### config.mk
export PLATFORM = sky130hd
export DESIGN_NAME = pin_compare_termination_ctrl
export DESIGN_NICKNAME = d
export VERILOG_FILES = /design/src/rtl/pin_lane.v /design/src/rtl/sync2.v /design/src/rtl/pin_compare_termination_ctrl.v
export VERILOG_INCLUDE_DIRS = /design/src /design/src/rtl
export SDC_FILE = /design/constraint.sdc
export NUM_CORES = 1
export LEC_CHECK = 0
export BUFFER_PORTS_ARGS = -buffer_cell sky130_fd_sc_hd__buf_2
export CAP_MARGIN = 20
export CORE_ASPECT_RATIO = 0.8
export CORE_MARGIN = 4
export CORE_UTILIZATION = 52
export DETAILED_ROUTE_END_ITERATION = 10
export PLACE_DENSITY = 0.8
export SYNTH_ARGS = -nofsm -noshare
export SYNTH_HDL_FRONTEND = slang
export SYNTH_SLANG_ARGS = --single-unit
export TNS_END_PERCENT = 10
### constraint.sdc
create_clock -name sys_clk -period 2.7 [get_ports sys_clk]
set_clock_uncertainty 0.2 [all_clocks]
set_input_delay 0.27 -clock sys_clk [delete_from_list [all_inputs] [get_ports sys_clk]]
set_output_delay 0.27 -clock sys_clk [all_outputs]
set_load 0.01 [all_outputs]
### src/rtl/pin_ctrl_consts.vh
// Constants for the per-pin compare and termination controller.
// Assumes inclusion by the design and test files of that controller only.
`ifndef PIN_CTRL_CONSTS_VH
`define PIN_CTRL_CONSTS_VH

// ********************************************************************
// Pin functions
// ********************************************************************
`define FUNC_DIGITAL    2'h0
`define FUNC_PARAMETRIC 2'h1
`define FUNC_OFF        2'h2
`define FUNC_DISCONNECT 2'h3

// ********************************************************************
// Pattern states, four bits per pin
// ********************************************************************
`define ST_DRIVE0    4'h0
`define ST_DRIVE1    4'h1
`define ST_CMP_LOW   4'h2
`define ST_CMP_HIGH  4'h3
`define ST_MIDBAND   4'h4
`define ST_VALID     4'h5
`define ST_DONT_CARE 4'h6
`define ST_NO_CHANGE 4'h7
`define ST_EDGE      4'h8

// ********************************************************************
// Termination modes
// ********************************************************************
`define TERM_HIGHZ   2'h0
`define TERM_LOAD    2'h1
`define TERM_RESIST  2'h2

// ********************************************************************
// Parametric unit operation codes
// ********************************************************************
`define PMU_NONE     3'h0
`define PMU_FV_NM    3'h1
`define PMU_FV_MV    3'h2
`define PMU_FV_MI    3'h3
`define PMU_FI_NM    3'h4
`define PMU_FI_MV    3'h5
`define PMU_FI_MI    3'h6
`define PMU_MV_NF    3'h7

// ********************************************************************
// Register offsets and reset values
// ********************************************************************
`define REG_CTRL     4'h0
`define REG_STATUS   4'h1
`define REG_MASK     4'h2
`define REG_FAILCNT  4'h3
`define REG_MISMATCH 4'h4
`define REG_PMU      4'h5
`define CTRL_RESET   32'h00000000
`define MASK_RESET   32'h00000000

// Control register fields.
`define CTRL_FUNC_LSB   0
`define CTRL_TERM_LSB   2
`define CTRL_NOCHG_BIT  4
`define CTRL_STATIC_BIT 5

// Status event bits.
`define EV_FAIL_BIT     0
`define EV_MATCH_BIT    1

`endif

### src/rtl/pin_lane.v
// One pin lane: decides driver, load and termination and judges the compare.
// Assumes comparator levels already synchronised by the caller.
`timescale 1ns/1ps
`default_nettype none
`include "pin_ctrl_consts.vh"

module pin_lane (
  // Pattern and settings
  input  wire [3:0] state,
  input  wire [1:0] func,
  input  wire [1:0] term_mode,
  input  wire       nochg_nondrive,
  input  wire       drive_enable,
  // Comparator levels
  input  wire       above_high,
  input  wire       below_low,
  input  wire       above_commutate,
  // Pin controls
  output reg        drv_en,
  output reg        drv_val,
  output reg        load_en,
  output reg        load_source,
  output reg        term_en,
  output reg        cmp_en,
  // Compare result
  output reg        mismatch
);

  reg nondrive;
  reg digital;

  always @* begin
    digital     = (func == `FUNC_DIGITAL);
    nondrive    = (state == `ST_CMP_LOW) || (state == `ST_CMP_HIGH) ||
                  (state == `ST_MIDBAND) || (state == `ST_VALID) ||
                  (state == `ST_DONT_CARE) || (state == `ST_EDGE) ||
                  ((state == `ST_NO_CHANGE) && nochg_nondrive);
    drv_en      = 1'b0;
    drv_val     = 1'b0;
    load_en     = 1'b0;
    load_source = 1'b0;
    term_en     = 1'b0;
    cmp_en      = digital;
    mismatch    = 1'b0;
    if (digital && drive_enable) begin
      if (!nondrive) begin
        if (state == `ST_DRIVE0 || state == `ST_DRIVE1) begin
          drv_en  = 1'b1;
          drv_val = (state == `ST_DRIVE1);
        end
      end else begin
        case (term_mode)
          `TERM_LOAD: begin
            load_en     = 1'b1;
            load_source = !above_commutate;
          end
          `TERM_RESIST: begin
            term_en = 1'b1;
          end
          default: begin
            drv_en = 1'b0;
          end
        endcase
      end
    end
    if (digital) begin
      case (state)
        `ST_CMP_LOW:  mismatch = !below_low;
        `ST_CMP_HIGH: mismatch = !above_high;
        `ST_VALID:    mismatch = !(above_high || below_low);
        `ST_MIDBAND:  mismatch = above_high || below_low;
        default:      mismatch = 1'b0;
      endcase
    end
  end

endmodule

`default_nettype wire

### src/rtl/sync2.v
// Two-flop synchroniser for a vector of levels from outside the clock domain.
// Assumes the levels change slowly against the clock.
`timescale 1ns/1ps
`default_nettype none

module sync2 #(
  parameter W = 1
) (
  // Clock and reset
  input  wire         sys_clk,
  input  wire         resetn,
  input  wire         ce,
  // Data
  input  wire [W-1:0] d,
  output reg  [W-1:0] q
);

  reg [W-1:0] meta;

  always @(posedge sys_clk or negedge resetn) begin
    if (!resetn) begin
      meta <= {W{1'b0}};
      q    <= {W{1'b0}};
    end else if (ce) begin
      meta <= d;
      q    <= meta;
    end
  end

endmodule

`default_nettype wire

### src/rtl/pin_compare_termination_ctrl.v
// Per-pin compare, termination and parametric mode control for a pattern channel.
// Assumes one vector per clock with the compare strobe, and comparator pins
// that arrive asynchronously.
//
// Decided for this implementation: the address-and-strobe port and the register addresses.
`timescale 1ns/1ps
`default_nettype none
`include "pin_ctrl_consts.vh"

// Functional notes
// - Termination applies only to digital pins in non-drive states.
// - High-Z mode floats the driver and disables the load.
// - Active-load mode connects the load in non-drive states.
// - Resistive mode terminates the pin to the termination voltage through 50 ohm.
// - Sample comparator results against both thresholds at the compare strobe.
// - Low below low, high above high, valid outside, midband strictly between.
// - Any pin mismatch flags a failure for the whole cycle.
// - The match opcode suppresses the failure for that cycle.
// - The load follows each pin's pattern state cycle by cycle.
// - Load levels apply only with load mode, non-drive state, digital function.
// - Load sources below the commutate level and sinks above it.
// - Parametric unit offers seven force and measure operations.
// - Parametric function switches driver, comparator and load off.
// - After reset every pin stays high impedance until software sets the drive enable bit or selects the parametric function.
module pin_compare_termination_ctrl #(
  parameter PINS = 8
) (
  // Clock, reset, enable
  input  wire              sys_clk,
  input  wire              resetn,
  input  wire              clk_en,
  // Register port
  input  wire [3:0]        reg_addr,
  input  wire [31:0]       reg_wdata,
  input  wire              reg_wr,
  input  wire              reg_rd,
  output reg  [31:0]       reg_rdata,
  // Pattern engine
  input  wire [4*PINS-1:0] vec_state,
  input  wire              vec_strobe,
  input  wire              vec_match,
  // Comparator pins
  input  wire [PINS-1:0]   cmp_above_high,
  input  wire [PINS-1:0]   cmp_below_low,
  input  wire [PINS-1:0]   cmp_above_commutate,
  // Pin controls
  output reg  [PINS-1:0]   drv_en,
  output reg  [PINS-1:0]   drv_val,
  output reg  [PINS-1:0]   load_en,
  output reg  [PINS-1:0]   load_source,
  output reg  [PINS-1:0]   term_en,
  output reg  [PINS-1:0]   cmp_en,
  output reg  [PINS-1:0]   pmu_connect,
  output reg  [2:0]        pmu_mode,
  // Results
  output reg               cycle_fail,
  output reg               cycle_valid,
  output reg  [PINS-1:0]   pin_mismatch,
  output reg               irq
);

  // ******************************************************************
  // Settings and interrupt registers
  // ******************************************************************
  reg  [1:0]  func;
  reg  [1:0]  term_mode;
  reg         nochg_nondrive;
  reg         drive_enable;
  reg  [2:0]  pmu_op;
  reg  [1:0]  status;
  reg  [1:0]  mask;
  reg  [15:0] fail_count;

  wire [PINS-1:0] s_high;
  wire [PINS-1:0] s_low;
  wire [PINS-1:0] s_com;

  sync2 #(.W(3*PINS)) u_sync (
    .sys_clk (sys_clk),
    .resetn  (resetn),
    .ce      (clk_en),
    .d       ({cmp_above_commutate, cmp_below_low, cmp_above_high}),
    .q       ({s_com, s_low, s_high})
  );

  // ******************************************************************
  // Per-pin lanes
  // ******************************************************************
  wire [PINS-1:0] l_drv_en;
  wire [PINS-1:0] l_drv_val;
  wire [PINS-1:0] l_load_en;
  wire [PINS-1:0] l_load_src;
  wire [PINS-1:0] l_term_en;
  wire [PINS-1:0] l_cmp_en;
  wire [PINS-1:0] l_mismatch;

  genvar g;
  generate
    for (g = 0; g < PINS; g = g + 1) begin : lane
      pin_lane u_lane (
        .state           (vec_state[4*g+3:4*g]),
        .func            (func),
        .term_mode       (term_mode),
        .nochg_nondrive  (nochg_nondrive),
        .drive_enable    (drive_enable),
        .above_high      (s_high[g]),
        .below_low       (s_low[g]),
        .above_commutate (s_com[g]),
        .drv_en          (l_drv_en[g]),
        .drv_val         (l_drv_val[g]),
        .load_en         (l_load_en[g]),
        .load_source     (l_load_src[g]),
        .term_en         (l_term_en[g]),
        .cmp_en          (l_cmp_en[g]),
        .mismatch        (l_mismatch[g])
      );
    end
  endgenerate

  // Failure of the cycle before the match opcode is applied.
  wire raw_fail = |l_mismatch;
  wire fail_now = vec_strobe && raw_fail && !vec_match;
  wire match_ev = vec_strobe && raw_fail && vec_match;
  wire [1:0] events = {match_ev, fail_now};

  // ******************************************************************
  // Register writes, pin outputs and compare results
  // ******************************************************************
  always @(posedge sys_clk or negedge resetn) begin
    if (!resetn) begin
      func           <= `FUNC_DIGITAL;
      term_mode      <= `TERM_HIGHZ;
      nochg_nondrive <= 1'b0;
      drive_enable   <= 1'b0;
      pmu_op         <= `PMU_NONE;
      status         <= 2'h0;
      mask           <= 2'h0;
      fail_count     <= 16'h0000;
      drv_en         <= {PINS{1'b0}};
      drv_val        <= {PINS{1'b0}};
      load_en        <= {PINS{1'b0}};
      load_source    <= {PINS{1'b0}};
      term_en        <= {PINS{1'b0}};
      cmp_en         <= {PINS{1'b0}};
      pmu_connect    <= {PINS{1'b0}};
      pmu_mode       <= `PMU_NONE;
      cycle_fail     <= 1'b0;
      cycle_valid    <= 1'b0;
      pin_mismatch   <= {PINS{1'b0}};
      irq            <= 1'b0;
    end else if (clk_en) begin
      if (reg_wr && reg_addr == `REG_CTRL) begin
        func           <= reg_wdata[`CTRL_FUNC_LSB+1:`CTRL_FUNC_LSB];
        term_mode      <= reg_wdata[`CTRL_TERM_LSB+1:`CTRL_TERM_LSB];
        nochg_nondrive <= reg_wdata[`CTRL_NOCHG_BIT];
        drive_enable   <= reg_wdata[`CTRL_STATIC_BIT];
      end
      if (reg_wr && reg_addr == `REG_MASK)
        mask <= reg_wdata[1:0];
      if (reg_wr && reg_addr == `REG_PMU)
        pmu_op <= reg_wdata[2:0];
      // Set wins over a write-one clear in the same cycle.
      if (reg_wr && reg_addr == `REG_STATUS)
        status <= (status & ~reg_wdata[1:0]) | events;
      else
        status <= status | events;
      if (fail_now && fail_count != 16'hFFFF)
        fail_count <= fail_count + 16'h0001;
      // Pins stay floating until software enables drive or selects the parametric function.
      drv_en      <= l_drv_en;
      drv_val     <= l_drv_val;
      load_en     <= l_load_en;
      load_source <= l_load_src;
      term_en     <= l_term_en;
      cmp_en      <= l_cmp_en;
      pmu_connect <= {PINS{func == `FUNC_PARAMETRIC}};
      pmu_mode    <= (func == `FUNC_PARAMETRIC || pmu_op == `PMU_MV_NF) ?
                     pmu_op : `PMU_NONE;
      cycle_valid <= vec_strobe;
      cycle_fail  <= fail_now;
      if (vec_strobe)
        pin_mismatch <= l_mismatch;
      irq <= |(((status & ~((reg_wr && reg_addr == `REG_STATUS) ?
                reg_wdata[1:0] : 2'h0)) | events) & mask);
    end
  end

  // ******************************************************************
  // Register reads
  // ******************************************************************
  reg [31:0] next_rdata;

  always @* begin
    next_rdata = 32'h00000000;
    case (reg_addr)
      `REG_CTRL: begin
        next_rdata[`CTRL_FUNC_LSB+1:`CTRL_FUNC_LSB] = func;
        next_rdata[`CTRL_TERM_LSB+1:`CTRL_TERM_LSB] = term_mode;
        next_rdata[`CTRL_NOCHG_BIT]                 = nochg_nondrive;
        next_rdata[`CTRL_STATIC_BIT]                = drive_enable;
      end
      `REG_STATUS:   next_rdata[1:0]  = status;
      `REG_MASK:     next_rdata[1:0]  = mask;
      `REG_FAILCNT:  next_rdata[15:0] = fail_count;
      `REG_MISMATCH: next_rdata[PINS-1:0] = pin_mismatch;
      `REG_PMU:      next_rdata[2:0]  = pmu_op;
      default:       next_rdata = 32'h00000000;
    endcase
  end

  always @(posedge sys_clk or negedge resetn) begin
    if (!resetn)
      reg_rdata <= 32'h00000000;
    else if (clk_en)
      reg_rdata <= reg_rd ? next_rdata : 32'h00000000;
  end

endmodule

`default_nettype wire

==> Word-level counts from Yosys, hierarchy flattened <==
Index checks and enable logic that the tools add are counted.
{ "word_totals": {"ramBits": 0, "mem_bits_ro": 0, "latchBits": 0, "wordCells": 369, "input_bits": 99, "n_memories": 0, "ff_bits": 165, "output_inout_bits": 102} }
{ "classes": {"reduce_logical": 132, "n_eq_ne": 74, "div_mod_pow": 0, "n_shift": 0, "bitwise_logic": 8, "addsub": 1, "magnitude_cmp": 0, "muxes": 131, "mul": 0} }
{ "op_table": {"columns": ["operator", "count"], "rows": [
  ["$eq 4x3->1 const B", 34],
  ["$mux 1", 114],
  ["$eq 4x2->1 const B", 18],
  ["$logic_or 1x1->1", 65],
  ["$eq 4x1->1 const B", 9],
  ["$logic_not 4->1", 9],
  ["$pmux 1 s4", 9],
  ["$logic_not 1->1", 33],
  ["$eq 4x4->1 const B", 8],
  ["$logic_and 1x1->1", 17],
  ["$add 16x1->16 const B", 1],
  ["$mux 16", 1],
  ["$ne 16x16->1 const B", 1],
  ["$pmux 2 s6", 1],
  ["$reduce_and 2->1", 5],
  ["$pmux 3 s3", 1],
  ["$mux 8", 1],
  ["$reduce_or 8->1", 1],
  ["$and 2x2->2", 3],
  ["$or 2x2->2", 3],
  ["$eq 2x1->1 const B", 2],
  ["$mux 2", 2],
  ["$not 2->2", 2],
  ["$pmux 2 s2", 1],
  ["other kinds (5)", 5]
]} }

==> Longest topological paths before layout <==
Gate-level depths: netlist of the first run.
{ "logic_depth": {"depth_word": 10, "depth_mapped": 9, "ltp_nobuf": 7} }

==> Cells and area by module <==
A second synthesis of the first run with hierarchy kept.
{ "hier_totals": {"cells_unflattened": 632, "area_unflattened_um2": 7816.2} }
{ "modules_own_cells": {"columns": ["module", "seq_area_each_um2", "area_per_inst_um2", "instances", "cells_per_inst"], "rows": [
  ["pin_compare_termination_ctrl", 2702.6, 4804.6, 1, 355],
  ["sync2", 1201.2, 1860.5, 1, 101],
  ["pin_lane", 0.0, 143.9, 8, 22]
]} }

==> Worst setup path after synthesis of the first run <==
Ideal clock, no wire load.
{ "synth_path": {"kind": "register -> register", "startpoint": "register u_sync.q[10]", "endpoint": "register fail_count[1]", "path_buffers": 0, "path_stages_with_launch": 8, "required_time_ps": 2375, "setup_time_ps": 125, "arrival_time_ps": 1573, "path_slack_ps": 802, "period_less_slack_ps": 1898, "cell_sequence": "dfrtp_1 -> nor2_1 -> o22ai_2 -> a22oi_4 -> nand4_2 -> o21ai_2 -> or2_1 -> mux2_4"} }
{ "synth_via": {"elab_chain_len": 9} }
{ "synth_rtl": {"columns": ["element", "line_no", "source"], "rows": [
  ["start, declared", "sync2.v:15", "output reg [W-1:0] q"],
  ["start signal, assigned", "sync2.v:23", "q <= {W{1'b0}};"],
  ["start signal, assigned", "sync2.v:26", "q <= meta;"],
  ["$logic_or 1x1->1", "pin_lane.v:70, pin_lane.v:71", null],
  ["$logic_not 1->1", "pin_lane.v:70", "`ST_VALID: mismatch = !(above_high || below_low);"],
  ["$pmux 1 s4 *", "pin_lane.v:67", "case (state)"],
  ["$mux 1 *", "pin_lane.v:66", "if (digital) begin"],
  ["$reduce_or 8->1 *", "pin_compare_termination_ctrl.v:121", "wire raw_fail = |l_mismatch;"],
  ["$logic_and 1x1->1 * (2 in a row)", "pin_compare_termination_ctrl.v:122", "wire fail_now = vec_strobe && raw_fail && !vec_match;"],
  ["$logic_and 1x1->1 *", "pin_compare_termination_ctrl.v:167", "if (fail_now && fail_count != 16'hFFFF)"],
  ["$reduce_and 2->1 (no line) *", null, null],
  ["end signal, assigned", "pin_compare_termination_ctrl.v:168", "fail_count <= fail_count + 16'h0001;"],
  ["end, declared", "pin_compare_termination_ctrl.v:72", "reg [15:0] fail_count;"]
]} }
Every way passes the cells marked *; elsewhere a longest branch is shown, timed or not.
A chain may end at the register's enable or synchronous reset.

==> Worst setup path in the final report of the first run <==
{ "layout_path": {"startpoint": "input port vec_state[20]", "endpoint": "register fail_count[1]"} }
{ "layout_via": {"elab_chain_len": 8} }
{ "layout_rtl": {"columns": ["element", "line_no", "source"], "rows": [
  ["start, declared", "pin_compare_termination_ctrl.v:39", "input wire [4*PINS-1:0] vec_state,"],
  ["$eq 4x3->1 or $eq 4x2->1 (tied branches)", "pin_lane.v:67", null],
  ["$pmux 1 s4 *", "pin_lane.v:67", null],
  ["$mux 1 *", "pin_lane.v:66", null],
  ["$reduce_or 8->1 *", "pin_compare_termination_ctrl.v:121", null],
  ["$logic_and 1x1->1 * (2 in a row)", "pin_compare_termination_ctrl.v:122", null],
  ["$logic_and 1x1->1 *", "pin_compare_termination_ctrl.v:167", null],
  ["$reduce_and 2->1 (no line) *", null, null]
]} }
Marked as above.

==> impl_metrics.tcl, run 1 <==
set metrics [dict create \
    status "finished, final reports clean" \
    tightest_slew_ns 0.675 \
    path_max_fanout 5 \
    grt_use_total_pct 22.2 \
    synth_cell_types 64 \
    grt_pass1_wl_um 28100 \
    overflow 0 \
    power.density_nw_per_um2 657 \
    leakage_nw 4.21 \
    synthFlopType "dfrtp_1" \
    fin_cells 1051 \
    max-cap-violations 0 \
    pin_count 201 \
    setup_viol 0 \
    pwr-share-seq_pct 45.2 \
    place_congestion 0.876 \
    wire_per_inst_um 16.2 \
    routed_wl_um 17000 \
    netlist_area_um2 7070 \
    hold_viol_final 0 \
    clock_latency_ns 0.41 \
    layout_setup_ws_ns 0.427 \
    finalCritPeriodShare_pct 84.2 \
    synth_edf_count 0 \
    ctsResizeCount 0 \
    p_int_w 0.00429 \
    synth-seq-area-share_pct 52.7 \
    syn-instance-count 672 \
    area_growth_pct 26.2 \
    power_switching_share_pct 26.9 \
    first_global_vias 5459 \
    rsz0062_at_grt "false" \
    path_class "in2reg" \
    required_ns 2.79 \
    fin_tns_setup_ns 0 \
    clock_sinks 149 \
    cts_root_buffer "clkbuf_16" \
    post_cts_buffers 0 \
    synth_top_area_cell "dfrtp_1" \
    start_util_pct 54.0 \
    fin_crit_ns 2.27 \
    max_freq_mhz 440 \
    route.vias.total 5578 \
    cts_tree "done" \
    cts-root-to-sink-buffers 2 \
    power.total_w 0.00587 \
    finish.net_count 965 \
    post-dp-hpwl_um 12000 \
    p_comb_share_pct 15.1 \
    synth.top_cell.area_share_pct 52.7 \
    synth_warnings 0 \
    grt_max_degree 87 \
    core_area_um2 13100 \
    worstPathArrival_ns 2.36 \
    die_y_um 112 \
    insertedDiodeCount 0 \
    antenna_left 0 \
    critPathLaunchType "input pin" \
    irDropWorstVdd_mv 0.477 \
    drt_first_pass_iters 5 \
    pre_cts_ws_ns 0.421 \
    clk_pin_slew_worst_paths_ns 0.06 \
    relSlewSlack_pct 55.0 \
    rows 37 \
    drive_gt1_share_pct 33.1 \
    avgSynthCellArea_um2 10.5 \
    htree_levels 4 \
    p_switching_w 0.00158 \
    synth-seq-cells 149 \
    numCtsBuffers 17 \
    hp-class "in2reg" \
    port_buffers 158 \
    maxSlewViolCount 0 \
    die_area_um2 15500 \
    worstSetupEndpointType "register" \
    die_w_um 138 \
    synthArstFlopShare_pct 100 \
    vias_per_cell 5.31 \
    drc 0 \
    synthTopCellsByArea "dfrtp_1 (53%), mux2_2 (10%), o21ai_0 (4.0%), inv_1 (3.6%), o22ai_1 (3.4%)" \
    power_frac_clock_pct 39.6 \
    antenna_found_initial 1 \
    drtIter0Drc 350 \
    dp_cells 980 \
    cts_hold_buf 41 \
]
-- cell usage after synthesis, types with 3 or more instances --
cell      instances
xnor2_1           6
nand2b_1         17
nor3b_1           5
nor3_2            4
o21ai_1           3
nor2b_1           4
buf_4            31
mux2i_1           4
mux2_2           64
a22oi_1           9
nand3b_1          3
nor3_1            8
dfrtp_1         149
nor2_1           41
o21ai_0          57
nor3b_2           3
xor2_1            9
nand4_1          15
inv_1            68
o22ai_1          39
or3_1             7
a22oi_2           4
and3_1            5
buf_2             4
nand2_1          41
nand3_1          15
o32ai_1           3
clkbuf_1         14
-- final cells by class --
| cell class | instances | area [µm²] |
|---|---|---|
| clock inverters | 10 | 123 |
| repair buffers | 211 | 1330 |
| clock buffers | 20 | 457 |
| fillers | 1032 | 4170 |
| well taps | 175 | 219 |
| multi-input cells | 417 | 2820 |
| flip-flops and latches | 149 | 3730 |
| inverters | 69 | 259 |
-- sequential cells by signal, summed over array words and instances, names as in the netlist, 2 cells and up --
| register | count |
|---|---|
| drv_val | 8 |
| u_sync.q | 24 |
| term_en | 8 |
| fail_count | 16 |
| pin_mismatch | 8 |
| load_source | 8 |
| func | 2 |
| term_mode | 2 |
| mask | 2 |
| reg_rdata | 16 |
| drv_en | 8 |
| pmu_op | 3 |
| u_sync.meta | 24 |
| pmu_mode | 3 |
| load_en | 8 |
| status | 2 |
-- path summary, 6_finish.rpt --
kind,from,end,slack (ns),cells after the start
hold reg to reg,u_sync.q[19],load_source[3],0.24,1
hold / removal,vec_state[1],drv_en[0],0.02,3
max in group asynchronous,resetn,load_source[5],1.37,3
setup reg to reg,u_sync.q[5],fail_count[1],0.46,7
min in group asynchronous,resetn,fail_count[9],0.24,2
setup / recovery,vec_state[20],fail_count[1],0.43,9
-- worst max-delay path, cell delays in order --
cell	delay (ns)
dlygate4sd3_1	0.53
buf_2	0.14
inv_1	0.07
nor3_1	0.05
a22oi_1	0.28
nand4_1	0.23
o21ai_2	0.29
or2_1	0.20
mux2_4	0.31
-- cells by family (layout without fill, tap and decap cells) --
| family | Yosys count | in the layout | share of synthesized area, % |
|---|---|---|---|
| flops | 149 | 149 | 52.7 |
| simple gates | 183 | 183 | 14.0 |
| xor+xnor | 15 | 15 | 1.86 |
| fa+ha+maj | 1 | 1 | 0.177 |
| mux | 69 | 69 | 11.0 |
| compound gates | 133 | 133 | 12.0 |
| buf+inv | 121 | 310 | 8.24 |
| other cells | 1 | 16 | 0.0530 |
-- cell usage in the layout, fill, tap and decap left out, types with 16 or more instances in the layout --
cell             n
o21ai_0         57
nand2b_1        17
o22ai_1         39
buf_2          156
dfrtp_1        149
conb_1          16
nor2_1          41
inv_1           68
nand2_1         41
clkbuf_16       17
dlygate4sd3_1   41
mux2_2          64
-- metal layers --
metal	vias to the layer above	track usage, %	routed length [µm]
met1	2705	31.6	8080
met4	2	6.45	284
met5	-	0	12
li1	2683	-	-
met3	20	5.49	1040
met2	168	34.2	7630
-- power by group through the flow --
stage | Clock [W] | Sequential (W) | Combinational (W)
after floorplan | 0 | 0.00264 | 0.000588
after global placement | 0 | 0.00267 | 0.000820
after detailed placement | 0 | 0.00269 | 0.000842
after CTS | 0.00237 | 0.00265 | 0.000892
after global routing | 0.00246 | 0.00268 | 0.000982
final | 0.00233 | 0.00265 | 0.000888
-- through the flow --
step / hold slack (ns) / utilization [%] / instance area (µm²)
2_1_floorplan: -0.226 / - / 7130
3_3_place_gp: 0.137 / 60.6 / 7940
3_5_place_dp: 0.137 / 60.6 / 7940
4_1_cts: 0.00918 / 68.2 / 8930
5_1_grt: 0.0378 / 68.2 / 8930
6_report: 0.0220 / 68.2 / 8930
No activity file was read; power rests on OpenSTA's default activity.
==> run 2, diff against run 1 <==
- CORE_UTILIZATION: 52 -> 47
- PLACE_DENSITY: 0.8 -> 0.76
- clock period: 2.7 -> 1.9 ns (I/O delays scaled with it)
==> run 2 against run 1 <==
- the run now ends with negative setup slack left
- final area increased by 6.4%
- clock power increased by 37%
- sequential share of layout area decreased by 2.5 points
- via count increased by 5.5%
- sequential power increased by 41%
- first-iteration DRC count decreased by 1.4%
- clock-buffer cell count decreased by 2
- combinational power increased by 69%
- worst setup slack got worse by 0.57 ns
- critical path depth decreased by 1
- non-clock buffer count increased by 60
- largest power group unchanged
==> impl_metrics.tcl, run 2 (synthesis gave the netlist of run 1 again) <==
set metrics [dict create \
    status "complete, but fails checks" \
    violations "negative setup slack" \
    route.vias.total 5886 \
    maxSlewViolCount 0 \
    rows 39 \
    hp-class "in2reg" \
    wire_per_inst_um 16.1 \
    routed_wl_um 18000 \
    post-dp-hpwl_um 12600 \
    power.total_w 0.00843 \
    port_buffers 158 \
    tightest_slew_ns 0.538 \
    area_growth_pct 34.4 \
    grt_use_total_pct 21.6 \
    die_y_um 118 \
    worstPathArrival_ns 2.15 \
    mostFrequentLayoutCell "buf_2" \
    clock_sinks 149 \
    antenna_left 0 \
    die_w_um 145 \
    place_congestion 0.849 \
    reg.largest.list "u_sync.meta: 24 flops, u_sync.q: 24 flops" \
    leakage_nw 4.51 \
    power.density_nw_per_um2 887 \
    fill_cells 1136 \
    holdWs_ns 0.0182 \
    antenna_found_initial 2 \
    die_area_um2 17100 \
    required_ns 2.01 \
    irDropWorstVdd_mv 0.671 \
    fin_cells 1122 \
    setup_viol 17 \
    drtIter0Drc 345 \
    rsz0062_at_grt "true" \
    drc 0 \
    pin_count 201 \
    dp_cells 1028 \
    path_max_fanout 3 \
    clk_pin_slew_worst_paths_ns 0.06 \
    cts-root-to-sink-buffers 2 \
    finalCritPeriodShare_pct 108 \
    drt_first_pass_iters 6 \
    post_cts_buffers 0 \
    start_util_pct 48.8 \
    finish.net_count 1025 \
    max_freq_mhz 489 \
    grt_pass1_wl_um 29700 \
    fin_crit_ns 2.04 \
    path_class "reg2reg" \
    cts_tree "done" \
    overflow 0 \
    critPathLaunchType "register" \
    insertedDiodeCount 0 \
    numCtsBuffers 17 \
    worstSetupEndpointType "register" \
    first_global_vias 5789 \
    clock_latency_ns 0.42 \
    vias_per_cell 5.25 \
    hold_viol_final 0 \
    core_area_um2 14500 \
    grt_max_degree 91 \
    relSlewSlack_pct 64.1 \
    cts_root_buffer "clkbuf_16" \
    layout_setup_ws_ns -0.144 \
    layout_common_cells "buf_2 (156), dfrtp_1 (149), inv_1 (68)" \
    htree_levels 4 \
    max-cap-violations 0 \
    drive_gt1_share_pct 35.8 \
]
run 2: cell types whose count changed in the layout (fill, tap and decap cells not counted), moves of 2 or more:
cell and change:
buf_4 +35, dlygate4sd3_1 +21, clkinv_2 +2, buf_12 +3, clkinv_4 +4
run 2: metal layers:
metal | GRT usage (%) | share of wire [%] | routed length, µm
met1 | 30.3 | 46 | 8240
met2 | 33.4 | 46 | 8220
met3 | 6.31 | 7.6 | 1370
met4 | 4.80 | 0.94 | 170
met5 | 0 | 0.12 | 21
run 2: timing repair:
item,4_1_cts,5_1_grt
endpoints found under the hold margin,221,0
pin swaps,4,5
setup endpoints to repair,20,24
gates resized for setup,3,5
hold buffers,62,0
run 2: metrics by stage:
stage          TNS (ns)  setup WS, ns  utilization [%]  instance area, µm²
3_3_place_gp      -1.18        -0.126             57.1                8280
4_1_cts           -1.52        -0.173             65.4                9480
3_5_place_dp      -1.84        -0.165             57.1                8280
6_report          -1.05        -0.144             65.6                9500
2_1_floorplan         0       0.00206                -                7130
5_1_grt           -4.36        -0.283             65.6                9500
run 2: cell type report:
class | count | area, µm² | share of cell area (%)
sequential | 149 | 3730 | 39.2
clock inverter | 14 | 129 | 1.36
multi-input combinational | 417 | 2850 | 30.0
timing repair buffer | 271 | 1870 | 19.7
clock buffer | 18 | 439 | 4.62
inverter | 69 | 259 | 2.73
tap | 184 | 230 | 2.42
run 2: worst paths after layout:
| check | start | endpoint | slack [ns] | depth (start not counted) |
|---|---|---|---|---|
| setup / recovery | u_sync.q[5] | status[1] | -0.14 | 8 |
| hold / removal | vec_state[1] | drv_en[0] | 0.02 | 4 |
| setup reg to reg | u_sync.q[5] | status[1] | -0.14 | 8 |
| hold reg to reg | u_sync.q[18] | load_source[2] | 0.24 | 1 |
| max in group asynchronous | resetn | u_sync.q[10] | 0.89 | 3 |
| min in group asynchronous | resetn | pmu_mode[0] | 0.03 | 2 |
run 2: report_power, final:
group / leakage, nW / internal, W / switching [W]
Sequential: 1.92 / 0.00347 / 0.000264
Combinational: 2.31 / 0.000774 / 0.000729
Clock: 0.273 / 0.00184 / 0.00135
Total: 4.51 / 0.00609 / 0.00235
run 2: critical path: stages, from the launching register on:
cell     delay (ns)
dfrtp_1        0.40
nor2_1         0.11
o22ai_1        0.08
a22oi_1        0.20
buf_4          0.15
nand4_1        0.11
or2_4          0.27
and2_4         0.16
a32o_2         0.25
